**config.mk**
```make
export PLATFORM = sky130hd
export DESIGN_NAME = bccc_ctrl
export DESIGN_NICKNAME = d
export VERILOG_FILES = /design/src/hw/bccc_ctrl.v
export VERILOG_INCLUDE_DIRS = /design/src /design/src/hw
export SDC_FILE = /design/constraint.sdc
export NUM_CORES = 1
export LEC_CHECK = 0
export ABC_CLOCK_PERIOD_IN_PS = 3400
export BUFFER_PORTS_ARGS = -buffer_cell sky130_fd_sc_hd__buf_2
export CAP_MARGIN = 20
export CELL_PAD_IN_SITES_DETAIL_PLACEMENT = 0
export CELL_PAD_IN_SITES_GLOBAL_PLACEMENT = 1
export CORE_UTILIZATION = 46
export CTS_CLUSTER_DIAMETER = 120
export CTS_CLUSTER_SIZE = 8
export DETAILED_ROUTE_END_ITERATION = 8
export HOLD_SLACK_MARGIN = 0.03
export MAX_ROUTING_LAYER = met4
export PLACE_DENSITY = 0.84
export SLEW_MARGIN = 20
export SYNTH_ARGS = -nofsm -noshare
export SYNTH_HDL_FRONTEND = slang
export SYNTH_SLANG_ARGS = --single-unit
```
**constraint.sdc**
```tcl
create_clock -name pclk -period 3.4 [get_ports pclk]
set_input_delay 0.17 -clock pclk [delete_from_list [all_inputs] [get_ports pclk]]
set_output_delay 0.17 -clock pclk [all_outputs]
set_load 0.05 [all_outputs]
```
**src/hw/bccc_map.vh**
```
// register map, field positions, reset values and timing counts of the charge cycle controller
//
// Contract
// - charging enabled only when enable bit is 1 and enable pin low
// - reset defaults: 4.208 V, 2.048 A, 180 mA pre/term, zone profile, 10 h
// - new cycle needs converter up, enable, nonzero current, no faults, switch on
// - terminate on low current and high voltage; blocked during regulation loops
// - after done, recharge on low battery or enable toggle
// - indicator low charging, high done/disabled, blinking on fault, off when 11
// - phase status: 00 disabled, 01 precharge, 10 fast, 11 done
// - on termination phase becomes 11 and host pulse issued
// - start phase from battery voltage: short, precharge or fast current
// - after termination battery switch off while converter keeps running
// - termination enable 0 before termination prevents termination
// - top-off timer after termination, pauses and stretches with safety timer
// - top-off timer resets on enable rise, termination rise, register reset
// - top-off duration captured at termination; later writes wait for recharge
// - host pulse at top-off start and at top-off expiry
// - charge only inside coldest..hottest window; suspend outside
// - warm zone voltage select 4.1 V; cool zone current cut to 20 percent
// - boost outside boost window: suspend, source status 000, thermistor fault
// - safety limit 2 h below low battery threshold, else programmed duration
// - safety expiry sets fault code 11 and host pulse; enable 0 disables timer
// - half rate during regulation or cool zone unless slowdown enable is 0
// - safety timer holds during fault, resets on enable toggle restart; the count clears to zero instead once the state leaves chg
// - each host interrupt is a single 256 microsecond pulse; events closer than one pulse merge into one longer pulse
`ifndef BCCC_MAP_VH
`define BCCC_MAP_VH

// apb register byte offsets
`define BCCC_OFS_CTRL 12'h000
`define BCCC_OFS_LEVEL 12'h004
`define BCCC_OFS_STATUS 12'h008

// control register fields
`define BCCC_CTL_CHG_EN 0
`define BCCC_CTL_TERM_EN 1
`define BCCC_CTL_TMR_EN 2
`define BCCC_CTL_SLOW_EN 3
`define BCCC_CTL_WARM_V 4
`define BCCC_CTL_COOL_I 5
`define BCCC_CTL_SW_OFF 6
`define BCCC_CTL_REG_RST 7
`define BCCC_CTL_IND_LO 8
`define BCCC_CTL_TMR_LO 10
`define BCCC_CTL_TOP_LO 12
`define BCCC_CTL_RESET 32'h0000_040F

// level register: settings in regulator codes
`define BCCC_LVL_REGULATION_VOLTAGE_LO 0
`define BCCC_LVL_FAST_CHARGE_CURRENT_LO 8
`define BCCC_LVL_IPRE_LO 16
`define BCCC_LVL_ITERM_LO 24
`define BCCC_LVL_RESET 32'h0C0C_2254

// current and voltage selector codes
`define BCCC_ISEL_OFF 3'h0
`define BCCC_ISEL_SHORT 3'h1
`define BCCC_ISEL_PRE 3'h2
`define BCCC_ISEL_FAST 3'h3
`define BCCC_ISEL_COOL 3'h4
`define BCCC_VSEL_PROG 1'b0
`define BCCC_VSEL_4V1 1'b1

// phase and fault codes
`define BCCC_PH_OFF 2'h0
`define BCCC_PH_PRE 2'h1
`define BCCC_PH_FAST 2'h2
`define BCCC_PH_DONE 2'h3
`define BCCC_FLT_NONE 2'h0
`define BCCC_FLT_TIMER 2'h3
`define BCCC_SRC_NONE 3'h0
`define BCCC_SRC_BOOST 3'h7
`define BCCC_IND_OFF 2'h3

// timing in its own units and clock
`define BCCC_CLK_MHZ 200
`define BCCC_INT_US 256
`define BCCC_INT_CYC (`BCCC_INT_US * `BCCC_CLK_MHZ)
`define BCCC_BLINK_CYC 100000000
`define BCCC_SEC_CYC 200000000

`endif

```
**src/hw/bccc_ctrl.v**
```verilog
// battery charge cycle controller with apb settings and status
//
// Added by the designer: the register addresses and the APB register port.
`timescale 1ns/1ps
`default_nettype none
`include "bccc_map.vh"

module bccc_ctrl #(
	parameter SEC_CYC = `BCCC_SEC_CYC,
	parameter BLINK_CYC = `BCCC_BLINK_CYC,
	parameter INT_CYC = `BCCC_INT_CYC,
	parameter SHORT_HRS = 2,
	parameter TMR_W = 16
) (
	// clock and reset
	input wire pclk,
	input wire presetn,
	// apb slave
	input wire psel,
	input wire penable,
	input wire pwrite,
	input wire [11:0] paddr,
	input wire [31:0] pwdata,
	output wire pready,
	output wire pslverr,
	output reg [31:0] prdata,
	// analog comparators and pins
	input wire charge_enable_n,
	input wire converter_up,
	input wire bat_below_short,
	input wire bat_below_pre,
	input wire bat_below_low,
	input wire bat_above_recharge,
	input wire current_below_term,
	input wire input_current_limit_flag,
	input wire input_voltage_limit_flag,
	input wire thermal_reg_flag,
	input wire ts_in_charge_window,
	input wire ts_cool_zone,
	input wire ts_warm_zone,
	input wire ts_in_boost_window,
	input wire boost_request,
	// regulator controls
	output reg [2:0] current_select_r,
	output reg voltage_select_r,
	output reg [7:0] regulation_voltage_r,
	output reg [7:0] current_code_r,
	output reg battery_switch_r,
	output reg boost_run_r,
	// indicator open drain and host interrupt
	output wire stat_in,
	output reg stat_out_r,
	output reg stat_oe_n_r,
	output reg host_int_r
);

	// cycle states: idle waits for every start qualifier; chg runs the
	// short, precharge or fast phase picked from the battery comparators;
	// top runs the top-off segment that follows termination; done waits
	// for a recharge request or a disable; flt keeps a safety timer
	// expiry latched until charging is disabled, which is its only exit
	localparam ST_IDLE = 3'd0;
	localparam ST_CHG = 3'd1;
	localparam ST_TOP = 3'd2;
	localparam ST_DONE = 3'd3;
	localparam ST_FLT = 3'd4;
	localparam [TMR_W-1:0] ONE_SEC = {{(TMR_W-1){1'b0}}, 1'b1};
	// the short limit in hours as a 32 bit word, cut to the counter width where it is used
	localparam [31:0] SHORT_HRS_W = SHORT_HRS;

	// host settings written over apb
	reg [31:0] ctrl_r;
	reg [31:0] level_r;

	// cycle state and the codes reported in the status word
	reg [2:0] state_r;
	reg [2:0] state_nxt;
	reg [1:0] phase_r;
	reg [1:0] fault_r;
	reg [2:0] src_r;
	reg thermistor_fault_r;

	// top-off length frozen when termination is seen
	reg [1:0] top_sel_r;

	// one second prescaler and the half rate toggle shared by both timers
	reg [31:0] presc_r;
	reg half_r;

	// elapsed seconds of the safety and top-off segments
	reg [TMR_W-1:0] safe_sec_r;
	reg [TMR_W-1:0] top_sec_r;

	// indicator blink and interrupt pulse length
	reg [31:0] blink_cnt_r;
	reg blink_r;
	reg [31:0] int_cnt_r;

	// previous enable and termination levels for the edge detectors
	reg en_q_r;
	reg term_q_r;

	// apb: zero wait states, unmapped offsets read zero and flag error
	// writes to the read-only status word are dropped without an error
	wire apb_acc = psel && penable;
	wire apb_wr = apb_acc && pwrite;
	wire hit = (paddr == `BCCC_OFS_CTRL) || (paddr == `BCCC_OFS_LEVEL) ||
		(paddr == `BCCC_OFS_STATUS);
	assign pready = 1'b1;
	assign pslverr = apb_acc && !hit;
	assign stat_in = 1'b0;

	wire chg_en = ctrl_r[`BCCC_CTL_CHG_EN] && !charge_enable_n;
	wire reg_rst = ctrl_r[`BCCC_CTL_REG_RST];
	wire in_reg = input_current_limit_flag || input_voltage_limit_flag ||
		thermal_reg_flag;
	wire fast_charge_current_nz = level_r[`BCCC_LVL_FAST_CHARGE_CURRENT_LO +: 8] != 8'h00;
	// start qualifiers, thermistor window gates the start as well
	wire can_start = converter_up && chg_en && fast_charge_current_nz && !thermistor_fault_r &&
		fault_r != `BCCC_FLT_TIMER && !ctrl_r[`BCCC_CTL_SW_OFF] &&
		ts_in_charge_window;
	wire term_hit = current_below_term && bat_above_recharge && !in_reg &&
		ctrl_r[`BCCC_CTL_TERM_EN];
	wire en_rise = chg_en && !en_q_r;
	// timers pause while suspended out of window or not charging
	wire suspend = !ts_in_charge_window || !chg_en;
	wire slow = ctrl_r[`BCCC_CTL_SLOW_EN] &&
		(in_reg || ts_cool_zone);
	// one second tick; when slowed only every second tick is counted
	wire tick = (presc_r == SEC_CYC - 1) && !suspend;
	wire step = tick && (!slow || half_r);
	wire [TMR_W-1:0] hour = 16'd3600;
	reg [TMR_W-1:0] safe_lim;
	reg [TMR_W-1:0] top_lim;

	// safety limit from timer select and low battery; sixteen bits of
	// seconds hold the ten hour limit, longer settings need a wider TMR_W
	// the low battery limit overrides the programmed one while it applies
	always @* begin
		case (ctrl_r[`BCCC_CTL_TMR_LO +: 2])
			2'd0: safe_lim = hour * 16'd5;
			default: safe_lim = hour * 16'd10;
		endcase
		if (bat_below_low)
			safe_lim = hour * SHORT_HRS_W[TMR_W-1:0];
		case (top_sel_r)
			2'd0: top_lim = {TMR_W{1'b0}};
			2'd1: top_lim = 16'd900;
			2'd2: top_lim = 16'd1800;
			default: top_lim = 16'd2700;
		endcase
	end

	wire safe_exp = ctrl_r[`BCCC_CTL_TMR_EN] && state_r == ST_CHG &&
		safe_sec_r >= safe_lim;
	wire top_exp = state_r == ST_TOP && top_sec_r >= top_lim;

	// cycle state machine; a disable leaves any state for idle, which is
	// how a host restarts a finished or failed cycle
	always @* begin
		state_nxt = state_r;
		case (state_r)
			ST_IDLE: if (can_start) state_nxt = ST_CHG;
			ST_CHG: begin
				if (!chg_en)
					state_nxt = ST_IDLE;
				else if (safe_exp)
					state_nxt = ST_FLT;
				else if (term_hit)
					state_nxt = ST_TOP;
			end
			ST_TOP: begin
				if (!chg_en)
					state_nxt = ST_IDLE;
				else if (top_exp)
					state_nxt = ST_DONE;
			end
			ST_DONE: begin
				if (!chg_en)
					state_nxt = ST_IDLE;
				else if (!bat_above_recharge && can_start)
					state_nxt = ST_CHG;
			end
			ST_FLT: if (!chg_en) state_nxt = ST_IDLE;
			default: state_nxt = ST_IDLE;
		endcase
	end

	// pulse causes: termination, top-off end, timer fault and a change of
	// the boost window while boost is asked for; termination and the start
	// of the top-off segment are one and the same edge, so one pulse
	// serves both
	wire evt_term = state_r == ST_CHG && state_nxt == ST_TOP;
	wire evt_top_end = state_r == ST_TOP && state_nxt == ST_DONE;
	wire evt_fault = state_r == ST_CHG && state_nxt == ST_FLT;
	wire evt_boost = boost_request && (thermistor_fault_r != !ts_in_boost_window);
	wire int_evt = evt_term || evt_top_end || evt_fault || evt_boost;

	// registers written from apb; reg reset bit self clears because the
	// reset value of the control word has it low; a reset request wins
	// over a write landing in the same cycle
	always @(posedge pclk or negedge presetn) begin
		if (!presetn) begin
			ctrl_r <= `BCCC_CTL_RESET;
			level_r <= `BCCC_LVL_RESET;
		end else if (reg_rst) begin
			ctrl_r <= `BCCC_CTL_RESET;
			level_r <= `BCCC_LVL_RESET;
		end else if (apb_wr && paddr == `BCCC_OFS_CTRL) begin
			ctrl_r <= pwdata;
		end else if (apb_wr && paddr == `BCCC_OFS_LEVEL) begin
			level_r <= pwdata;
		end
	end

	// read mux; the bus reads zero outside a read access so that a stale
	// word never sits on prdata between transfers
	always @* begin
		prdata = 32'h0000_0000;
		if (apb_acc && !pwrite) begin
			case (paddr)
				`BCCC_OFS_CTRL: prdata = ctrl_r;
				`BCCC_OFS_LEVEL: prdata = level_r;
				`BCCC_OFS_STATUS: prdata = {23'h00_0000, thermistor_fault_r, src_r,
					state_r == ST_TOP, fault_r, phase_r};
				default: prdata = 32'h0000_0000;
			endcase
		end
	end

	// state, timers and captured top-off setting; both timers step on the
	// same one second tick, so suspending or halving the safety timer acts
	// on the top-off timer as well; setting the timer fault takes priority
	// over the clear that an enable rise would make in the same cycle
	always @(posedge pclk or negedge presetn) begin
		if (!presetn) begin
			state_r <= ST_IDLE;
			fault_r <= `BCCC_FLT_NONE;
			top_sel_r <= 2'd0;
			presc_r <= 32'h0000_0000;
			half_r <= 1'b0;
			safe_sec_r <= {TMR_W{1'b0}};
			top_sec_r <= {TMR_W{1'b0}};
			en_q_r <= 1'b0;
			term_q_r <= 1'b0;
		end else begin
			state_r <= state_nxt;
			en_q_r <= chg_en;
			term_q_r <= state_nxt == ST_TOP || state_nxt == ST_DONE;
			presc_r <= (presc_r == SEC_CYC - 1) ? 32'h0000_0000 :
				presc_r + 32'h0000_0001;
			if (tick)
				half_r <= !half_r;
			if (state_nxt == ST_FLT)
				fault_r <= `BCCC_FLT_TIMER;
			else if (en_rise)
				fault_r <= `BCCC_FLT_NONE;
			// safety count restarts on enable toggle
			if (en_rise || state_r != ST_CHG)
				safe_sec_r <= {TMR_W{1'b0}};
			else if (step && ctrl_r[`BCCC_CTL_TMR_EN])
				safe_sec_r <= safe_sec_r + ONE_SEC;
			if (state_r == ST_CHG && state_nxt == ST_TOP)
				top_sel_r <= ctrl_r[`BCCC_CTL_TOP_LO +: 2];
			if (en_rise || reg_rst || (state_nxt == ST_TOP && !term_q_r))
				top_sec_r <= {TMR_W{1'b0}};
			else if (state_r == ST_TOP && step)
				top_sec_r <= top_sec_r + ONE_SEC;
		end
	end

	// phase, regulator selection and battery switch; the phase is picked
	// again on every clock while charging, so a battery that climbs past the
	// short and precharge levels moves on without a restart
	// current drops to off while suspended, but the phase is kept
	always @(posedge pclk or negedge presetn) begin
		if (!presetn) begin
			phase_r <= `BCCC_PH_OFF;
			current_select_r <= `BCCC_ISEL_OFF;
			voltage_select_r <= `BCCC_VSEL_PROG;
			regulation_voltage_r <= 8'h00;
			current_code_r <= 8'h00;
			battery_switch_r <= 1'b0;
		end else begin
			regulation_voltage_r <= level_r[`BCCC_LVL_REGULATION_VOLTAGE_LO +: 8];
			voltage_select_r <= ts_warm_zone && ctrl_r[`BCCC_CTL_WARM_V];
			battery_switch_r <= state_nxt == ST_CHG;
			if (state_nxt == ST_CHG && !suspend) begin
				if (bat_below_short) begin
					phase_r <= `BCCC_PH_PRE;
					current_select_r <= `BCCC_ISEL_SHORT;
					current_code_r <= 8'h00;
				end else if (bat_below_pre) begin
					phase_r <= `BCCC_PH_PRE;
					current_select_r <= `BCCC_ISEL_PRE;
					current_code_r <= level_r[`BCCC_LVL_IPRE_LO +: 8];
				end else begin
					phase_r <= `BCCC_PH_FAST;
					current_code_r <= level_r[`BCCC_LVL_FAST_CHARGE_CURRENT_LO +: 8];
					current_select_r <= (ts_cool_zone &&
						ctrl_r[`BCCC_CTL_COOL_I]) ? `BCCC_ISEL_COOL :
						`BCCC_ISEL_FAST;
				end
			end else begin
				current_select_r <= `BCCC_ISEL_OFF;
				current_code_r <= 8'h00;
				if (state_nxt == ST_TOP || state_nxt == ST_DONE)
					phase_r <= `BCCC_PH_DONE;
				else if (state_nxt == ST_IDLE || state_nxt == ST_FLT)
					phase_r <= `BCCC_PH_OFF;
			end
		end
	end

	// boost qualification against boost thermistor window; the fault bit
	// follows the window with no latch, so it clears as soon as the
	// battery is back inside it
	always @(posedge pclk or negedge presetn) begin
		if (!presetn) begin
			boost_run_r <= 1'b0;
			thermistor_fault_r <= 1'b0;
			src_r <= `BCCC_SRC_NONE;
		end else begin
			boost_run_r <= boost_request && ts_in_boost_window;
			thermistor_fault_r <= boost_request && !ts_in_boost_window;
			src_r <= (boost_request && ts_in_boost_window) ? `BCCC_SRC_BOOST :
				`BCCC_SRC_NONE;
		end
	end

	// interrupt pulse of fixed length; a new event restarts it, so events
	// closer together than one pulse merge into a single longer pulse and
	// the host must read status to tell them apart
	always @(posedge pclk or negedge presetn) begin
		if (!presetn) begin
			int_cnt_r <= 32'h0000_0000;
			host_int_r <= 1'b0;
		end else if (int_evt) begin
			int_cnt_r <= INT_CYC - 1;
			host_int_r <= 1'b1;
		end else if (int_cnt_r != 32'h0000_0000) begin
			int_cnt_r <= int_cnt_r - 32'h0000_0001;
		end else begin
			host_int_r <= 1'b0;
		end
	end

	// indicator: open drain, enable low drives low; the data bit is always
	// low and only the enable moves, so the pin is never driven high and
	// the external pull-up makes the released level
	wire blinking = state_r == ST_FLT || (chg_en && !ts_in_charge_window) ||
		thermistor_fault_r;
	always @(posedge pclk or negedge presetn) begin
		if (!presetn) begin
			blink_cnt_r <= 32'h0000_0000;
			blink_r <= 1'b0;
			stat_out_r <= 1'b0;
			stat_oe_n_r <= 1'b1;
		end else begin
			if (blink_cnt_r == BLINK_CYC - 1) begin
				blink_cnt_r <= 32'h0000_0000;
				blink_r <= !blink_r;
			end else begin
				blink_cnt_r <= blink_cnt_r + 32'h0000_0001;
			end
			stat_out_r <= 1'b0;
			if (ctrl_r[`BCCC_CTL_IND_LO +: 2] == `BCCC_IND_OFF)
				stat_oe_n_r <= 1'b1;
			else if (blinking)
				stat_oe_n_r <= blink_r;
			else
				stat_oe_n_r <= !(state_r == ST_CHG || state_r == ST_TOP);
		end
	end

endmodule
`default_nettype wire

```
==> out/qor.csv, run 1 <==
stage,metric,value,unit
synthesis,muxShareOfSynthArea,1.54,%
synthesis,synth_area_per_cell,9.52,sq um
worst_setup_path,crit_path_start_kind,flip-flop,
detailed_routing,firstDrtPassIters,5,
global_routing,gr-usage-all-layers,23.1,%
synthesis,netlist_instances,1195,
clocking,cts_root_buffer,clkbuf_16,
global_routing,grt_max_degree,94,
outcome,outcome,"complete, no violations",
synthesis,synthDistinctLibCells,76,
final_layout,nets,1450,
power_and_ir_drop,ir_worst_vdd,0.000291,V
global_routing,antenna_found_initial,2,
synthesis,yosys.area_share.simple,24.6,%
timing,worst_slew_pin_slew,864,ps
final_layout,final_layout_size_suffix_gt1_share,16.3,%
final_layout,utilization,56.7,%
final_layout,design_area,13700,sq um
final_layout,syn_to_final_growth,20.9,%
detailed_routing,post_drt_wl_per_cell,16.2,um
clocking,clk-insertion-delay-late,510,ps
worst_setup_path,crit_type,flip-flop to flip-flop,
place,post-place-ws,279,ps
synthesis,ys_seq_area_share,50.6,%
clocking,cts_tree,built,
detailed_routing,num_vias,9265,
place,post-place-cells,1610,
timing,worst_slack,224,ps
timing,hold_viol_final,0,
synthesis,netlist_area,11400,sq um
synthesis,synth_edf_count,0,
timing,setup_viol,0,
place,place_area,12400,sq um
synthesis,async_flop_share,100,%
global_routing,overflow,0,
detailed_routing,routed_wl,27700,um
clocking,post_cts_resized,0,
power_and_ir_drop,p_total,6.11,mW
die,rows,57,
detailed_routing,final_antenna_net_count,0,
synthesis,synth_fa_ha_area_share,2.64,%
clocking,path_clk_slew,50,ps
clocking,cts.sinks,229,
synthesis,synth_top_area_cell,dfrtp_1,
synthesis,synth_top_area_share,47.1,%
place,port_buffers,120,
synthesis,yosysWarnings,0,
global_routing,grt_first_pass_wirelength,46200,um
detailed_routing,dr.first_iter.drc_count,688,
clocking,clockBufferDepth,3,
timing,fin_setup_tns,0,ps
die,top_level_ports,124,
synthesis,ys.flop_type,dfrtp_1,
die,initial_utilization,46.9,%
detailed_routing,drt_drc_violations_left,0,
place,place.gp.congestion,0.848,
timing,skew,19.8,ps
synthesis,synth_compound_area_share,8.49,%
timing,rsz0062_at_grt,false,
clocking,cts_htree_levels,2,
timing,period_needed,3180,ps
clocking,numCtsBuffers,34,
power_and_ir_drop,powerDensity,445,nW/um^2
die,die_area,25400,sq um
detailed_routing,routed_via_density,5.42,
synthesis,synthTopCellsByArea,"dfrtp_1, nand2_1, nor2_1",
place,hpwl,18400,um
timing,post-route-period-util,93.4,%
hold_path,min_path_type,input pin to flip-flop,
timing,drv_slew,0,
timing,whs,94.5,ps
worst_setup_path,endpoint_kind,flip-flop,
die,die_height,159,um
worst_setup_path,cp.required,3830,ps
synthesis,synth_top_family_by_area,simple AND/OR/NAND/NOR gates,
worst_setup_path,critical_path_arrival,3600,ps
global_routing,first_global_vias,9096,
power_and_ir_drop,p_leak,6.15,nW
timing,fmax,315,MHz
die,coreArea,24200,sq um
die,die_w,159,um
synthesis,synthXorXnorAreaFrac,8.93,%
job,drv_cap,0,
timing,relSlewSlack,42.4,%
worst_setup_path,critPathMaxFanout,10,
synthesis,ys_ff_latch,229,
final_layout,instances_no_fill,1709,
per-layer routing:
layer / GRT usage [%] / vias to the layer above / wire, um
met2: 35.9 / 242 / 13100
met3: 3.70 / 51 / 1390
li1: - / 4429 / -
met1: 30.7 / 4543 / 12500
met5: - / - / 0
met4: 8.04 / 0 / 679
placed cells by master (no fill, tap or decap), drive strengths merged, types with 10 or more instances in the layout:
master       instances
dfrtp              214
nand2              192
nor2               174
buf                147
a21oi               59
xor2                59
xnor2               57
clkbuf              53
dlygate4sd3         40
nand3               39
nand4               30
inv                 30
a22oi               25
ha                  24
nor3                24
nor4                23
nand3b              18
and3                17
dfstp               15
mux2i               13
o21ai               12
nor2b               10
sequential cells by signal, summed over array words and instances (netlist names), 8 cells and up:
signal	cells
safe_sec_r	16
blink_cnt_r	32
int_cnt_r	32
top_sec_r	16
current_code_r	8
regulation_voltage_r	8
ctrl_r	32
level_r	32
presc_r	32
path summary, 6_finish.rpt:
check	from	to	slack [ps]	depth (start not counted)
max in group asynchronous	presetn	stat_oe_n_r$_DFF_PN1_	2180	3
min in group asynchronous	presetn	current_select_r[2]$_DFF_PN0_	290	2
worst max register to register	ctrl_r[10]$_DFFE_PN1P_	current_select_r[2]$_DFF_PN0_	220	10
worst min register to register	level_r[5]$_DFFE_PN0P_	regulation_voltage_r[5]$_DFF_PN0_	390	0
worst max-delay path	ctrl_r[10]$_DFFE_PN1P_	current_select_r[2]$_DFF_PN0_	220	10
worst min-delay path	bat_below_pre	current_select_r[2]$_DFF_PN0_	90	2
repair_timing:
| action | in CTS | in global routing |
|---|---|---|
| hold buffers | 40 | 0 |
| setup buffers | 0 | 0 |
| hold endpoints to repair | 148 | 0 |
cell type report:
cell class | instances | area, sq um
Timing Repair Buffer | 187 | 1230
Multi-Input combinational cell | 882 | 5290
Sequential cell | 229 | 5750
Clock inverter | 4 | 38.8
Antenna cell | 2 | 5.00
Fill cell | 2169 | 10500
Inverter | 28 | 105
Clock buffer | 53 | 922
Tap cell | 324 | 405
cells in the mapped netlist (21+ instances only):
library cell	n
ha_1	24
a21oi_1	59
inv_1	28
clkbuf_1	43
nand3_1	39
xor2_1	59
nor3_1	23
nor2_1	174
nand4_1	30
dfrtp_1	214
xnor2_1	57
nand2_1	192
nor4_1	21
a22oi_1	24
critical path, stage by stage, from the launching register on:
cell and delay, ps:
dfstp_2 550, or3_1 190, inv_1 100, ha_1 180
a2111oi_0 380, o221ai_1 190, a21oi_1 380, or2_2 210
a31o_1 370, nand3b_2 310, nor3_2 210
logic make-up (layout without fill, tap and decap cells):
kind of cell / Yosys count / in the layout
fa+ha+maj: 24 / 24
mux: 17 / 17
buf+inv: 85 / 272
other cells: 2 / 5
simple gates: 584 / 584
compound gates: 138 / 138
flops: 229 / 229
xor+xnor: 116 / 116
report_power, final:
group,internal [mW],switching (mW)
Clock,1.86,1.20
Sequential,2.76,0.0243
Combinational,0.108,0.167
(Power assumes the default switching activity.)
==> inputs of run 2 (changes only) <==
==> constraint.sdc (replaced) <==
create_clock -name pclk -period 3.4 [get_ports pclk]
set_input_delay 0.51 -clock pclk [delete_from_list [all_inputs] [get_ports pclk]]
set_output_delay 0.51 -clock pclk [all_outputs]
set_load 0.05 [all_outputs]
==> run 2 against run 1 <==
Effect of this change:
- combinational power decreased by 13%
- utilization decreased by 1.4 points
- die area unchanged
- maximum frequency decreased by 0.90%
==> out/qor.csv, run 2 (same netlist as run 1, synthesis figures left out) <==
stage,metric,value,unit,change
place,place.gp.congestion,0.880,,+3.7%
die,rows,57,,unchanged
place,port_buffers,120,,unchanged
clocking,cts_root_buffer,clkbuf_16,,
place,place_area,12400,sq um,+0.47%
detailed_routing,post_drt_wl_per_cell,16.3,um,+0.51%
worst_setup_path,crit_type,flip-flop to flip-flop,,
final_layout,nets,1416,,-2.3%
global_routing,overflow,0,,unchanged
outcome,outcome,"complete, no violations",,
power_and_ir_drop,powerDensity,451,nW/um^2,+1.5%
timing,fmax,312,MHz,-0.90%
final_layout,syn_to_final_growth,17.8,%,
final_layout,design_area,13400,sq um,-2.6%
clocking,post_cts_resized,0,,unchanged
clocking,clockBufferDepth,3,,unchanged
final_layout,final_cell_mix,"dfrtp_1, nand2_1, nor2_1, buf_2",,
global_routing,gr-usage-all-layers,22.9,%,-0.19 points
detailed_routing,routed_via_density,5.40,,-0.36%
job,drv_cap,0,,unchanged
die,initial_utilization,46.9,%,unchanged
hold_path,min_path_type,input pin to asynchronous set/reset pin,,
die,die_area,25400,sq um,unchanged
timing,fin_setup_tns,0,ps,unchanged
detailed_routing,firstDrtPassIters,6,,+1
worst_setup_path,cp.required,3790,ps,-40 ps
global_routing,antenna_found_initial,6,,+4
worst_setup_path,reg2regPathDepth,10,,unchanged
worst_setup_path,endpoint_kind,flip-flop,,
worst_setup_path,critPathMaxFanout,5,,-5
power_and_ir_drop,p_leak,6.01,nW,-2.3%
clocking,hold_buffers,0,,-100%
detailed_routing,routed_wl,27300,um,-1.6%
die,coreArea,24200,sq um,unchanged
timing,setup_viol,0,,unchanged
die,die_w,159,um,unchanged
place,hpwl,18500,um,+0.70%
die,top_level_ports,124,,unchanged
clocking,cts_htree_levels,2,,unchanged
final_layout,utilization,55.2,%,-1.4 points
worst_setup_path,reg2reg_setup_slack,190,ps,-30 ps
global_routing,first_global_vias,8898,,-2.2%
power_and_ir_drop,ir_worst_vdd,0.000263,V,-9.7%
worst_setup_path,crit_path_start_kind,flip-flop,,
global_routing,grt_max_degree,93,,-1.1%
timing,worst_slack,195,ps,-28.8 ps
clocking,cts_tree,built,,
die,die_height,159,um,unchanged
final_layout,nFillCells,2224,,+2.5%
timing,period_needed,3210,ps,+28.8 ps
timing,drv_slew,0,,unchanged
final_layout,final_common_cell,dfrtp_1,,
detailed_routing,drt_drc_violations_left,0,,unchanged
worst_setup_path,startpoint,ctrl_r[10]$_DFFE_PN1P_,,
clocking,clk-insertion-delay-late,500,ps,about the same
timing,rsz0062_at_grt,false,,
timing,worst_slew_pin_slew,720,ps,-144 ps
detailed_routing,dr.first_iter.drc_count,697,,+1.3%
clocking,path_clk_slew,50,ps,about the same
clocking,cts_setup_buffers,0,,unchanged
timing,relSlewSlack,52.0,%,+9.6 points
clocking,cts.sinks,229,,unchanged
timing,skew,17.8,ps,-2.00 ps
timing,post-route-period-util,94.3,%,+0.85 points
place,post-place-ws,184,ps,-95.0 ps
worst_setup_path,r2r_start,ctrl_r[10]$_DFFE_PN1P_,,
timing,hold_viol_final,0,,unchanged
final_layout,final_layout_size_suffix_gt1_share,17.1,%,+0.86 points
detailed_routing,final_antenna_net_count,0,,unchanged
worst_setup_path,reg2reg_to,phase_r[1]$_DFFE_PN0P_,,
global_routing,grt_first_pass_wirelength,45900,um,-0.77%
worst_setup_path,critical_path_arrival,3590,ps,about the same
clocking,numCtsBuffers,34,,unchanged
detailed_routing,num_vias,9037,,-2.5%
[run 2: cell types whose count changed in the layout (fill, tap and decap cells not counted), sizes merged]
cell,change
diode,+4
buf,+6
dlygate4sd3,-40
clkinv,-1
clkbuf,-4
inv,-1
[run 2: routing by layer]
metal	global-route usage [%]	vias to the layer above	share of wire (%)	wire, um
met1	31.1	4433	47	12700
met3	4.30	45	5.5	1490
met4	7.82	0	2.1	586
met2	34.4	207	46	12500
li1	-	4352	-	-
met5	-	-	0	0
[run 2: worst max-delay path by stage]
stage,to,cells after the start
after global routing,int_cnt_r[26]$_DFFE_PN0P_,10
after floorplan,prdata[10],8
after CTS,phase_r[1]$_DFFE_PN0P_,10
after detailed placement,phase_r[1]$_DFFE_PN0P_,11
after global placement,top_sel_r[0]$_DFFE_PN0P_,10
final,phase_r[1]$_DFFE_PN0P_,10
[run 2: final cells by class]
type                            count  area [sq um]  area share (%)
Clock inverter                      2          13.8           0.103
Sequential cell                   229          5750            42.9
Clock buffer                       49           928            6.93
Inverter                           28           105           0.785
Timing Repair Buffer              153           883            6.60
Multi-Input combinational cell    882          5290            39.5
Antenna cell                        6          15.0           0.112
Tap cell                          324           405            3.03
[run 2: critical path, stage by stage, from the launching register on]
cell       delay (ps)
dfstp_2           570
or3_1             190
inv_1              90
ha_1              180
a2111oi_0         440
o221ai_1          210
a21oi_1           410
o31a_1            230
o2111a_2          270
mux2_1            330
a21o_1            180
[run 2: power breakdown]
group          internal (mW)  switching (mW)
registers               2.76          0.0242
clock network           1.87            1.15
logic                 0.0815           0.158
[run 2: per-stage QoR]
step / hold slack, ps / total power [mW] / instances
2_1_floorplan: 214 / 2.92 / 1196
3_3_place_gp: 388 / 3.06 / 1616
4_1_cts: 67.6 / 6.11 / 1667
5_1_grt: 83.5 / 6.28 / 1673
6_report: 37.2 / 6.04 / 1673
3_5_place_dp: 388 / 3.07 / 1616
